## src/rtl/test_seq_pkg.sv

```systemverilog
/*
 * constants, enums and carriers of the maintenance test sequencer.
 * assumes one 10 MHz clock domain.
 */
package test_seq_pkg;

    // ********************
    // parameter selector range and numbers
    // ********************
    localparam logic [7:0]  PARAM_SEL_LO      = 8'h80;
    localparam logic [7:0]  PARAM_SEL_HI      = 8'h8F;
    localparam logic [7:0]  TEST_OPTION_WORD  = 8'h80;
    localparam logic [7:0]  RECORD_PARAM      = 8'h83;
    localparam logic [7:0]  HEAD_PARAM        = 8'h85;
    localparam int          PARAM_COUNT       = 16;
    localparam logic [15:0] PARAM_RESET       = 16'h0000;
    localparam logic [15:0] READ_ERR_STATUS   = 16'h0094;

    // ********************
    // field tester option bits (low byte) and diagnostic bits (high byte)
    // ********************
    localparam int OPT_STOP_AT_END  = 0;
    localparam int OPT_SINGLE       = 1;
    localparam int OPT_UNUSED       = 2;
    localparam int OPT_READ_ERR_OVR = 3;
    localparam int OPT_RANDOM_HEAD  = 4;
    localparam int OPT_RANDOM_REC   = 5;
    localparam int OPT_MANUAL_HEAD  = 6;
    localparam int OPT_MANUAL_REC   = 7;
    localparam int OPT_COUNT_ERRORS = 10;

    // ********************
    // timing and sizes
    // ********************
    localparam int          STOP_SEEK_COUNT = 10000;
    localparam int          LOG_DEPTH       = 16;
    localparam logic [15:0] LFSR_SEED       = 16'hACE1;

    // ********************
    // enumerations
    // ********************
    typedef enum logic [2:0] {
        PAT_DIRECT      = 3'h0,
        PAT_DIRECT_CONT = 3'h1,
        PAT_RANDOM      = 3'h2,
        PAT_SEQ_FWD     = 3'h3,
        PAT_SEQ_REV     = 3'h4,
        PAT_SEQ_ALT     = 3'h5,
        PAT_PAIRWISE    = 3'h6,
        PAT_READ_WRITE  = 3'h7
    } seek_pattern_t;

    typedef enum logic [1:0] {
        CLASS_REQUIRES = 2'h0,
        CLASS_DEFAULTS = 2'h1,
        CLASS_REFUSES  = 2'h2
    } test_class_t;

    typedef enum logic [4:0] {
        ST_IDLE  = 5'b00001,
        ST_RUN   = 5'b00010,
        ST_WAIT  = 5'b00100,
        ST_STEP  = 5'b01000,
        ST_STOP  = 5'b10000
    } seq_state_t;

    // one access toward the drive machinery
    typedef struct packed {
        logic [15:0] cylinder;
        logic [7:0]  head;
        logic [7:0]  record_num;
    } access_req_t;

endpackage

```

## src/rtl/drive_test_option_sequencer.sv

```systemverilog
/*
 * maintenance test sequencer: panel parameter entry, option decode
 * and control of seek and read/write exercise runs.
 * assumes raw panel pins (synchronised here) and a one-cycle done
 * pulse from the drive machinery for every access.
 */


module drive_test_option_sequencer
    import test_seq_pkg::*;
#(
    parameter int          HEAD_COUNT   = 16,     // heads per cylinder
    parameter int          RECORD_COUNT = 64,     // records per track
    parameter int          PASS_LENGTH  = 842,    // seeks in one sequential pass
    parameter int          STOP_SEEKS   = STOP_SEEK_COUNT, // end-of-test seek count
    parameter logic [15:0] MAINT_CYL    = 16'd842 // reserved maintenance cylinder
) (
    input  wire logic          clock_i,         // 10 MHz clock
    input  wire logic          sys_rst_i,       // async reset, active high
    input  wire logic          go_switch_i,     // go switch, raw pin
    input  wire logic          clear_switch_i,  // clear switch, raw pin
    input  wire logic          digit_strobe_i,  // entry strobe, raw pin
    input  wire logic [7:0]    digit_pair_i,    // two digits, raw pins
    input  wire logic          load_test_i,     // test loaded pulse
    input  wire seek_pattern_t pattern_i,       // loaded seek pattern
    input  wire test_class_t   class_i,         // loaded entry class
    input  wire logic          access_done_i,   // access finished
    input  wire logic          read_error_i,    // read error with done
    input  wire logic          other_error_i,   // other error with done
    input  wire logic          severe_error_i,  // most severe class
    input  wire logic [3:0]    param_sel_i,     // shown parameter index
    output logic               access_req_o,    // request one access
    output access_req_t        access_o,        // access target
    output logic               running_o,       // test executing
    output logic               stopped_o,       // end-of-test or error stop
    output logic               entry_refused_o, // entry on refusing test
    output logic               sel_error_o,     // selector outside 80..8F
    output logic [15:0]        param_value_o,   // shown parameter value
    output logic [15:0]        read_err_count_o,// read error counter
    output logic [4:0]         log_count_o,     // error log entries used
    output logic               log_full_o       // seventeenth error seen
);

    // ********************
    // pin synchronisers
    // ********************

    logic [1:0] go_sync_reg, clr_sync_reg, stb_sync_reg;
    logic       go_prev_reg, clr_prev_reg, stb_prev_reg;

    logic [7:0] digit_meta_reg;
    logic [7:0] digit_reg;

    // two flops per panel pin; only the second stage is looked at
    always_ff @(posedge clock_i or posedge sys_rst_i) begin
        if (sys_rst_i) begin
            go_sync_reg  <= 2'b00;
            clr_sync_reg <= 2'b00;
            stb_sync_reg <= 2'b00;
            go_prev_reg  <= 1'b0;
            clr_prev_reg <= 1'b0;
            stb_prev_reg <= 1'b0;
        end else begin
            go_sync_reg  <= {go_sync_reg[0], go_switch_i};
            clr_sync_reg <= {clr_sync_reg[0], clear_switch_i};
            stb_sync_reg <= {stb_sync_reg[0], digit_strobe_i};
            go_prev_reg  <= go_sync_reg[1];
            clr_prev_reg <= clr_sync_reg[1];
            stb_prev_reg <= stb_sync_reg[1];
        end
    end

    // digit pins take two flops like the strobes; the panel holds
    // them long enough that both stages settle before the press
    always_ff @(posedge clock_i or posedge sys_rst_i) begin
        if (sys_rst_i) begin
            digit_meta_reg <= 8'h00;
            digit_reg      <= 8'h00;
        end else begin
            digit_meta_reg <= digit_pair_i;
            digit_reg      <= digit_meta_reg;
        end
    end

    logic go_press, clr_press, stb_press;
    assign go_press  = go_sync_reg[1] & ~go_prev_reg;
    assign clr_press = clr_sync_reg[1] & ~clr_prev_reg;
    assign stb_press = stb_sync_reg[1] & ~stb_prev_reg;

    // ********************
    // parameter entry: selector then two halves
    // ********************

    typedef enum logic [2:0] {
        EN_SEL  = 3'b001,
        EN_HIGH = 3'b010,
        EN_LOW  = 3'b100
    } entry_state_t;

    entry_state_t entry_reg;
    logic [3:0]   sel_reg;
    logic [7:0]   high_half_reg;
    logic [15:0]  param_reg [PARAM_COUNT];
    logic         sel_error_reg, refused_reg;
    logic         entry_ok;

    assign entry_ok = (class_i != CLASS_REFUSES);

    // selector, then high pair, then low pair completes a value
    always_ff @(posedge clock_i or posedge sys_rst_i) begin
        if (sys_rst_i) begin
            entry_reg     <= EN_SEL;
            sel_reg       <= 4'h0;
            high_half_reg <= 8'h00;
            sel_error_reg <= 1'b0;
            refused_reg   <= 1'b0;
        end else if (clr_press) begin
            entry_reg     <= EN_SEL;
            sel_error_reg <= 1'b0;
            refused_reg   <= 1'b0;
        end else if (stb_press) begin
            case (entry_reg)
                EN_SEL: begin
                    // only 80..8F names a parameter
                    if (digit_reg >= PARAM_SEL_LO && digit_reg <= PARAM_SEL_HI) begin
                        sel_reg       <= digit_reg[3:0];
                        sel_error_reg <= 1'b0;
                        refused_reg   <= !entry_ok;
                        entry_reg     <= entry_ok ? EN_HIGH : EN_SEL;
                    end else begin
                        sel_error_reg <= 1'b1;
                    end
                end
                EN_HIGH: begin
                    high_half_reg <= digit_reg;
                    entry_reg     <= EN_LOW;
                end
                EN_LOW:  entry_reg <= EN_SEL;
                default: entry_reg <= EN_SEL;
            endcase
        end
    end

    // parameter store: every value kept raw; radix is the user's view
    genvar gp;
    generate
        for (gp = 0; gp < PARAM_COUNT; gp++) begin : g_param
            always_ff @(posedge clock_i or posedge sys_rst_i) begin
                if (sys_rst_i) begin
                    param_reg[gp] <= PARAM_RESET;
                end else if (clr_press) begin
                    param_reg[gp] <= PARAM_RESET;
                end else if (stb_press && entry_reg == EN_LOW && sel_reg == 4'(gp)) begin
                    param_reg[gp] <= {high_half_reg, digit_reg};
                end
            end
        end
    endgenerate

    // ********************
    // option decode from the option word
    // ********************

    logic [15:0] opt;
    logic        stop_at_end_option, single_opt, rd_ovr_opt;
    logic        rand_head_opt, rand_rec_opt, man_head_opt, man_rec_opt, count_err_opt;

    // low byte tester bits, high byte diagnostic bits, all binary; bit 2 unread
    assign opt                = param_reg[TEST_OPTION_WORD[3:0]];
    assign stop_at_end_option = opt[OPT_STOP_AT_END];
    assign single_opt         = opt[OPT_SINGLE];
    assign rd_ovr_opt         = opt[OPT_READ_ERR_OVR];
    assign rand_head_opt      = opt[OPT_RANDOM_HEAD];
    assign rand_rec_opt       = opt[OPT_RANDOM_REC];
    assign man_head_opt       = opt[OPT_MANUAL_HEAD];
    assign man_rec_opt        = opt[OPT_MANUAL_REC];
    assign count_err_opt      = opt[OPT_COUNT_ERRORS];

    // ********************
    // run sequencer
    // ********************

    seq_state_t  state_reg;
    logic [31:0] seek_cnt_reg;
    logic [31:0] limit;
    logic        loaded_reg;
    logic        end_hit;

    // end count per pattern; single seeks and read/write have no
    // defined end, so they run until go as with the option clear
    always_comb begin
        case (pattern_i)
            PAT_DIRECT_CONT, PAT_RANDOM: limit = 32'(STOP_SEEKS);
            PAT_SEQ_FWD, PAT_SEQ_REV:   limit = 32'(PASS_LENGTH);
            PAT_SEQ_ALT:                limit = 32'(2 * PASS_LENGTH);
            PAT_PAIRWISE:               limit = 32'(PASS_LENGTH * PASS_LENGTH);
            default:                    limit = 32'h0000_0000;
        endcase
    end

    assign end_hit = stop_at_end_option && (limit != 32'h0000_0000)
                     && access_done_i && (seek_cnt_reg + 32'd1 >= limit);

    logic err_stop;
    assign err_stop = access_done_i && ((read_error_i && !rd_ovr_opt) || other_error_i);

    // one-hot run control
    always_ff @(posedge clock_i or posedge sys_rst_i) begin
        if (sys_rst_i) begin
            state_reg    <= ST_IDLE;
            seek_cnt_reg <= 32'h0000_0000;
            loaded_reg   <= 1'b0;
        end else begin
            if (load_test_i) loaded_reg <= 1'b1;
            case (state_reg)
                ST_IDLE: begin
                    seek_cnt_reg <= 32'h0000_0000;
                    if (go_press && loaded_reg)
                        state_reg <= single_opt ? ST_STEP : ST_RUN;
                end
                ST_RUN, ST_WAIT: begin
                    if (access_done_i) seek_cnt_reg <= seek_cnt_reg + 32'd1;
                    if (end_hit || err_stop) state_reg <= ST_STOP;
                    else if (go_press) state_reg <= ST_IDLE;
                    else if (state_reg == ST_RUN) state_reg <= ST_WAIT;
                    else if (access_done_i) state_reg <= single_opt ? ST_IDLE : ST_RUN;
                end
                ST_STEP: state_reg <= ST_WAIT;
                ST_STOP: begin
                    // stays stopped; clear then reload then go restarts
                    if (clr_press) begin
                        state_reg  <= ST_IDLE;
                        loaded_reg <= 1'b0;
                    end
                end
                default: state_reg <= ST_IDLE;
            endcase
        end
    end

    // ********************
    // head and record selection
    // ********************

    logic [15:0] lfsr_reg;
    always_ff @(posedge clock_i or posedge sys_rst_i) begin
        if (sys_rst_i) lfsr_reg <= LFSR_SEED;
        else lfsr_reg <= {lfsr_reg[14:0], lfsr_reg[15] ^ lfsr_reg[13] ^ lfsr_reg[12] ^ lfsr_reg[10]};
    end

    logic [7:0] head_next, rec_next;
    always_comb begin
        head_next = 8'h00;
        rec_next  = 8'h00;
        if (man_head_opt) head_next = param_reg[HEAD_PARAM[3:0]][7:0];
        else if (rand_head_opt) head_next = 8'(lfsr_reg[7:0] % HEAD_COUNT);
        if (man_rec_opt) rec_next = param_reg[RECORD_PARAM[3:0]][7:0];
        else if (rand_rec_opt) rec_next = 8'(lfsr_reg[15:8] % RECORD_COUNT);
    end

    // request on each launch; the cylinder is fixed so
    // customer data is never touched
    always_ff @(posedge clock_i or posedge sys_rst_i) begin
        if (sys_rst_i) begin
            access_o     <= '0;
            access_req_o <= 1'b0;
        end else begin
            access_req_o <= (state_reg == ST_RUN) || (state_reg == ST_STEP);
            if (state_reg == ST_RUN || state_reg == ST_STEP) begin
                access_o.cylinder   <= MAINT_CYL;
                access_o.head       <= head_next;
                access_o.record_num <= rec_next;
            end
        end
    end

    // ********************
    // read error counter and error log
    // ********************

    always_ff @(posedge clock_i or posedge sys_rst_i) begin
        if (sys_rst_i) read_err_count_o <= 16'h0000;
        else if (clr_press) read_err_count_o <= 16'h0000;
        else if (access_done_i && read_error_i && rd_ovr_opt)
            read_err_count_o <= read_err_count_o + 16'd1;
    end

    logic log_event;
    assign log_event = access_done_i && (read_error_i || other_error_i)
                       && (count_err_opt || severe_error_i);

    always_ff @(posedge clock_i or posedge sys_rst_i) begin
        if (sys_rst_i) begin
            log_count_o <= 5'd0;
            log_full_o  <= 1'b0;
        end else if (clr_press) begin
            log_count_o <= 5'd0;
            log_full_o  <= 1'b0;
        end else if (log_event) begin
            if (log_count_o == 5'(LOG_DEPTH)) log_full_o <= 1'b1;
            else log_count_o <= log_count_o + 5'd1;
        end
    end

    // ********************
    // status outputs
    // ********************

    assign running_o       = (state_reg == ST_RUN) || (state_reg == ST_WAIT)
                             || (state_reg == ST_STEP);
    assign stopped_o       = (state_reg == ST_STOP);
    assign entry_refused_o = refused_reg;
    assign sel_error_o     = sel_error_reg;
    assign param_value_o   = param_reg[param_sel_i];

endmodule

```

## config.mk

```make
export PLATFORM = sky130hd
export DESIGN_NAME = drive_test_option_sequencer
export DESIGN_NICKNAME = d
export VERILOG_FILES = /design/src/rtl/test_seq_pkg.sv /design/src/rtl/drive_test_option_sequencer.sv
export SDC_FILE = /design/constraint.sdc
export NUM_CORES = 1
export LEC_CHECK = 0
export BUFFER_PORTS_ARGS = -buffer_cell sky130_fd_sc_hd__buf_4
export CORE_MARGIN = 5
export CORE_UTILIZATION = 35
export CTS_BUF_LIST = sky130_fd_sc_hd__clkbuf_8
export CTS_CLUSTER_DIAMETER = 60
export DETAILED_ROUTE_END_ITERATION = 10
export SYNTH_ARGS = -nofsm -noshare
export SYNTH_HDL_FRONTEND = slang
export SYNTH_SLANG_ARGS = --single-unit
```

## constraint.sdc

```tcl
create_clock -name clock_i -period 22.1 [get_ports clock_i]
set_input_delay 3.315 -clock clock_i [delete_from_list [all_inputs] [get_ports clock_i]]
set_output_delay 3.315 -clock clock_i [all_outputs]
set_load 0.02 [all_outputs]
```

==> results_dict.tcl, run 1 <==
set metrics [dict create \
    status "complete, no violations" \
    fmax_ghz 0.110 \
    largest_reg_flops 240 \
    viasPerCell 5.44 \
    slew_viol_final 0 \
    setup_violations 0 \
    overflow 0 \
    drc 0 \
    clock_skew_ns 0.0454 \
    crit_fanout 56 \
    synthTopCellsByCount "621 x nand2_1, 382 x dfrtp_1, 278 x a21oi_1" \
    yosys.area.top_type "dfrtp_1" \
    period_needed_ns 9.08 \
    port_buffers 90 \
    cts.clk_slew.worst_paths_ns 0.05 \
    rsz0062_at_grt "no" \
    hold_viol_final 0 \
    drt-total-wl_mm 56.4 \
    dp_hpwl_mm 33.2 \
    syn-cell-area_sq_um 18800 \
    track_usage 0.189 \
    drive_gt1_frac 0.178 \
    die_w_microns 242 \
    dr.pass1.iters 5 \
    numCtsBuffers 72 \
    grt_pass1_wl_mm 87.3 \
    initial_core_util 0.351 \
    io_pins 102 \
    gp_congestion 0.809 \
    fin_cells 2718 \
    power_mw 1.66 \
    ys_seq_area_frac 0.523 \
    num_rows 85 \
    clock_latency_ns 0.65 \
    cts_hold_buffers 0 \
    hp-class "reg2reg" \
    fp.coreArea_sq_um 53500 \
    endpoint_kind "output pin" \
    postCtsResizedCells 0 \
    power_density_nw_per_um2 77.4 \
    cp-start-kind "input pin" \
    crit_required_ns 18.78 \
    ys_ff_latch 392 \
    vias 14800 \
    synth_enable_flop_cells 0 \
    syn_inst 1937 \
    post-synth-top-count-cell "nand2_1" \
    root_buffer "clkbuf_8" \
    routedWlPerCell_microns 20.7 \
    syn_avg_cell_area_sq_um 9.70 \
    ir_drop_v 0.0000398 \
    tns_ns 0 \
    ys.flop_type "dfrtp_1" \
    cts_setup_buffers 0 \
    final_nets 2015 \
    yosys_warnings 0 \
    dieArea_sq_um 58400 \
    critPathKind "in2out" \
    p_leak_nw 9.21 \
    dp_cells 2590 \
    crit_arrival_ns 5.76 \
    antenna_found_initial 2 \
    slew_headroom 0.0914 \
    ys_top_cells_by_area "dfrtp_1 51%, nand2_1 12%, mux4_2 9.6%, a21oi_1 7.4%, clkbuf_1 2.3%" \
    numClockSinks 392 \
    clockBufferDepth 3 \
    htree_levels 3 \
    grt_pass1_vias 14700 \
    cts_tree "done" \
    maxCapViolCount 0 \
    first_iter_violations 1327 \
    finalCritPeriodShare 0.411 \
    netlist.area_leader.share 0.509 \
    tightest_slew_ns 1.36 \
    syn2layout_area_growth_pct 14.0 \
    ant_nets 0 \
    async_flop_share 1.00 \
    grt_max_degree 202 \
    die_h_microns 242 \
    yosys.cell_types.count 66 \
]
per-layer routing:
layer / vias up / part of all wire / GRT usage
li1: 6647 / - / -
met3: 144 / 0.071 / 0.0433
met1: 7359 / 0.41 / 0.247
met4: 2 / 0.040 / 0.0824
met5: - / 0.00014 / 0
met2: 626 / 0.47 / 0.303
per-stage QoR:
step | cell area [sq um] | worst slack [ns] | utilization | hold slack [ns]
after floorplan | 18800 | 7.90 | - | 0.331
after global placement | 19900 | 13.05 | 0.372 | 0.336
after detailed placement | 19900 | 12.96 | 0.372 | 0.336
after CTS | 21400 | 12.96 | 0.400 | 0.293
after global routing | 21400 | 12.84 | 0.400 | 0.298
final | 21400 | 13.02 | 0.400 | 0.308
report_power, final:
group / switching [mW] / leakage, nW / internal (mW)
Combinational: 0.0979 / 3.00 / 0.0463
Sequential: 0.0481 / 5.36 / 0.735
Clock: 0.320 / 0.850 / 0.410
Total: 0.466 / 9.21 / 1.19
worst paths after layout:
path / from / endpoint / slack (ns) / depth (start not counted)
setup / recovery: param_sel_i[0] / param_value_o[3] / 13.02 / 5
hold / removal: clr_sync_reg[0] / clr_sync_reg[1] / 0.31 / 0
setup reg to reg: seek_cnt_reg[0] / state_reg[1] / 18.25 / 13
hold reg to reg: clr_sync_reg[0] / clr_sync_reg[1] / 0.31 / 0
max in group asynchronous: sys_rst_i / opt[1] / 16.96 / 4
min in group asynchronous: sys_rst_i / seek_cnt_reg[10] / 2.77 / 2
cell families (layout without fill, tap and decap cells):
logic type / Yosys count / count (layout) / synth area share
fa+ha+maj: 20 / 20 / 0.0133
xor+xnor: 41 / 41 / 0.0191
flops: 392 / 392 / 0.523
simple gates: 819 / 819 / 0.186
other cells: 1 / 12 / 0.000200
buf+inv: 179 / 253 / 0.0414
compound gates: 389 / 389 / 0.112
mux: 96 / 96 / 0.105
placed cells by master (no fill, tap or decap), drive strengths merged, types with 15 or more instances in the layout:
cell type  synthesis  final
nand2            621    621
dfrtp            382    382
a21oi            278    278
buf               39    106
clkbuf           119     92
mux4              80     80
o21ai             68     68
nor2              68     68
inv               20     40
nand3             27     27
xor2              25     25
nand4             21     21
ha                20     20
xnor2             16     16
nor3              15     15
layout make-up:
| type | instances | area [sq um] |
|---|---|---|
| Tap cell | 696 | 871 |
| Multi-Input combinational cell | 1376 | 8300 |
| Timing Repair Buffer | 106 | 808 |
| Clock buffer | 92 | 1270 |
| Inverter | 20 | 82.6 |
| Clock inverter | 35 | 255 |
| Antenna cell | 1 | 2.50 |
| Sequential cell | 392 | 9820 |
| Fill cell | 5112 | 32100 |
worst max-delay path: stages:
cell and delay [ns]:
buf_4 0.18, buf_4 0.87, mux4_2 0.62, mux4_2 0.54
buf_4 0.19
Note: power is estimated with default switching activity, not from simulation.
==> inputs of run 2 (changes only) <==
ABC_AREA = 1   (was unset)
clock period = 8.8 ns   (was 22.1 ns; I/O delays follow)
==> run 2 against run 1 <==
Synthesized area fell by 3.2%. Clock power rose by 150%. Non-clock buffer count fell by 3. Sequential power rose to 3.0 times the previous value. Largest cell class unchanged. Synthesized cell count rose by 13%. Global-route usage fell by 0.98 points. Sequential cell count did not move. First-iteration DRC count rose by 1.4%. Combinational power rose to 7.2 times the previous value. Critical path depth rose by 3. Count of clock-buffer cells in the layout rose by 4.
==> results_dict.tcl, run 2 <==
set metrics [dict create \
    status "complete, no violations" \
    yosys.cell_types.count 44 \
    cp_num_buf_inv 4 \
    crit_top_cell "buf_4" \
    maxCapViolCount 0 \
    rsz0062_at_grt "no" \
    track_usage 0.179 \
    viasPerCell 5.15 \
    initial_core_util 0.354 \
    finalCritPeriodShare 0.576 \
    num_rows 83 \
    p_leak_nw 9.68 \
    multiInputGateArea_sq_um 7240 \
    async_flop_share 1.00 \
    netlist.area_leader.share 0.526 \
    dr.pass1.iters 5 \
    crit_required_ns 7.48 \
    layout_commonest_cell "nand2_1" \
    critPathKind "in2out" \
    setup_violations 0 \
    crit_arrival_ns 3.75 \
    dp_cells 2832 \
    fill_cells 5180 \
    crit_path_cell_trace "buf_4, inv_2, buf_4, o21ai_0, o221ai_1, o211ai_1, nand2_1, buf_4" \
    tns_ns 0 \
    fp.coreArea_sq_um 51400 \
    grt_max_degree 191 \
    cp-start-kind "input pin" \
    syn2layout_area_growth_pct 14.8 \
    clockBufferDepth 3 \
    slew_viol_final 0 \
    overflow 0 \
    fin_cells 2960 \
    first_iter_violations 1346 \
    whs_ns 0.344 \
    cts_hold_buffers 0 \
    die_h_microns 238 \
    endpoint_kind "output pin" \
    routedWlPerCell_microns 17.3 \
    finish.utilization 0.406 \
    ir_drop_v 0.0000816 \
    vias 15300 \
    grt_pass1_vias 15000 \
    drc 0 \
    dp_hpwl_mm 31.9 \
    largest_reg_flops 240 \
    hold_viol_final 0 \
    root_buffer "clkbuf_8" \
    ys_seq_area_frac 0.540 \
    critPathMaxStageDelay_ns 0.76 \
    cts_setup_buffers 0 \
    crit_family "buffers and inverters" \
    synthTopCellsByCount "491 x nand2_1, 422 x o21ai_0, 382 x dfrtp_1" \
    syn_avg_cell_area_sq_um 8.33 \
    dieArea_sq_um 56600 \
    synth_enable_flop_cells 0 \
    post-synth-top-count-cell "nand2_1" \
    syn_inst 2182 \
    antenna_found_initial 0 \
    insertedDiodeCount 0 \
    drive_gt1_frac 0.118 \
    ys_ff_latch 392 \
    yosys.area.top_type "dfrtp_1" \
    clock_skew_ns 0.0380 \
    htree_levels 3 \
    ys_top_cells_by_area "dfrtp_1 53%, o21ai_0 12%, nand2_1 10%, nor2_1 4.7%, inv_1 3.2%" \
    ys.flop_type "dfrtp_1" \
    crit_fanout 86 \
    numCtsBuffers 72 \
    syn-cell-area_sq_um 18200 \
    power_density_nw_per_um2 250 \
    io_pins 102 \
    tightest_slew_ns 1.20 \
    cts_tree "done" \
    slew_headroom 0.199 \
    die_w_microns 238 \
    cts.clk_slew.worst_paths_ns 0.05 \
    fmax_ghz 0.197 \
    clock_latency_ns 0.64 \
    drt-total-wl_mm 51.3 \
    final_nets 2273 \
    grt_pass1_wl_mm 81.9 \
    crit_path_top_delay_cell "buf_4" \
    seqCellArea_sq_um 9820 \
    numClockSinks 392 \
    final_cell_mix "491 x nand2_1, 422 x o21ai_0, 382 x dfrtp_1" \
    period_needed_ns 5.07 \
    hp-class "reg2reg" \
    yosys_warnings 0 \
    ant_nets 0 \
    gp_congestion 0.831 \
    port_buffers 90 \
    postCtsResizedCells 0 \
]
[run 2: cell types whose count changed after synthesis, moves of 23 or more]
cell / delta
o21ai_0: +355
a21oi_1: -235
nor2_1: +161
inv_1: +136
nand2_1: -130
mux4_2: -80
nand3_1: +58
o221ai_1: +35
o22ai_1: +29
o211ai_1: +23
[run 2: power by group]
group / internal (mW) / total (mW) / switching (mW)
Combinational: 0.344 / 1.03 / 0.689
Sequential: 2.16 / 2.38 / 0.218
Clock: 1.04 / 1.81 / 0.775
Total: 3.54 / 5.23 / 1.68
[run 2: kinds of logic (layout without fill, tap and decap cells)]
group / Yosys count / count (layout) / share of synthesized area
DFF: 392 / 392 / 0.540
other: 1 / 11 / 0.000206
and+or+nand+nor: 852 / 852 / 0.192
AOI/OAI and AO/OA: 588 / 588 / 0.177
xor gates and xnor gates: 20 / 20 / 0.00963
buffers and inverters: 309 / 397 / 0.0674
adders and majority gates: 20 / 20 / 0.0138
[run 2: final timing paths]
check,startpoint,endpoint,slack (ns),cells past startpoint
min,digit_meta_reg[7],digit_reg[7],0.34,0
max in group asynchronous,sys_rst_i,access_o[3],6.69,3
min reg2reg,digit_meta_reg[7],digit_reg[7],0.34,0
min in group asynchronous,sys_rst_i,param_reg[190],0.72,2
max reg2reg,state_reg[2],seek_cnt_reg[18],5.72,10
max,param_sel_i[0],param_value_o[9],3.73,8
[run 2: cell type report]
class | count | area share
well taps | 680 | 0.0408
repair buffers | 103 | 0.0383
flip-flops and latches | 392 | 0.471
multi-input cells | 1491 | 0.347
inverters | 166 | 0.0300
clock buffers | 96 | 0.0633
clock inverters | 32 | 0.0103
[run 2: per-stage QoR]
stage / area [sq um] / worst slack (ns) / power (mW)
global route: 20900 / 3.53 / 5.54
global placement: 19300 / 3.88 / 3.42
detailed placement: 19300 / 3.85 / 3.45
floorplan: 18200 / 2.21 / 3.07
CTS: 20900 / 3.84 / 5.30
finish: 20900 / 3.73 / 5.23
[run 2: routing by layer]
metal  track usage  up-vias  routed length [microns]  share of wire
met3        0.0321       85                     2900          0.057
li1              -     7299                        -              -
met1         0.235     7390                    22500           0.44
met2         0.296      478                    24400           0.48
met5             0        -                        0              0
met4        0.0698        0                     1460          0.028
[run 2: worst reg2reg max path, cell delays in order, from the launching register on]
cell	delay [ns]
dfrtp_1	0.39
nor2_1	0.09
inv_1	0.07
nor4_1	0.30
inv_1	0.11
nand2_1	0.11
inv_1	0.06
nor2_2	0.44
inv_2	0.42
nand2_1	0.75
o21ai_0	0.19
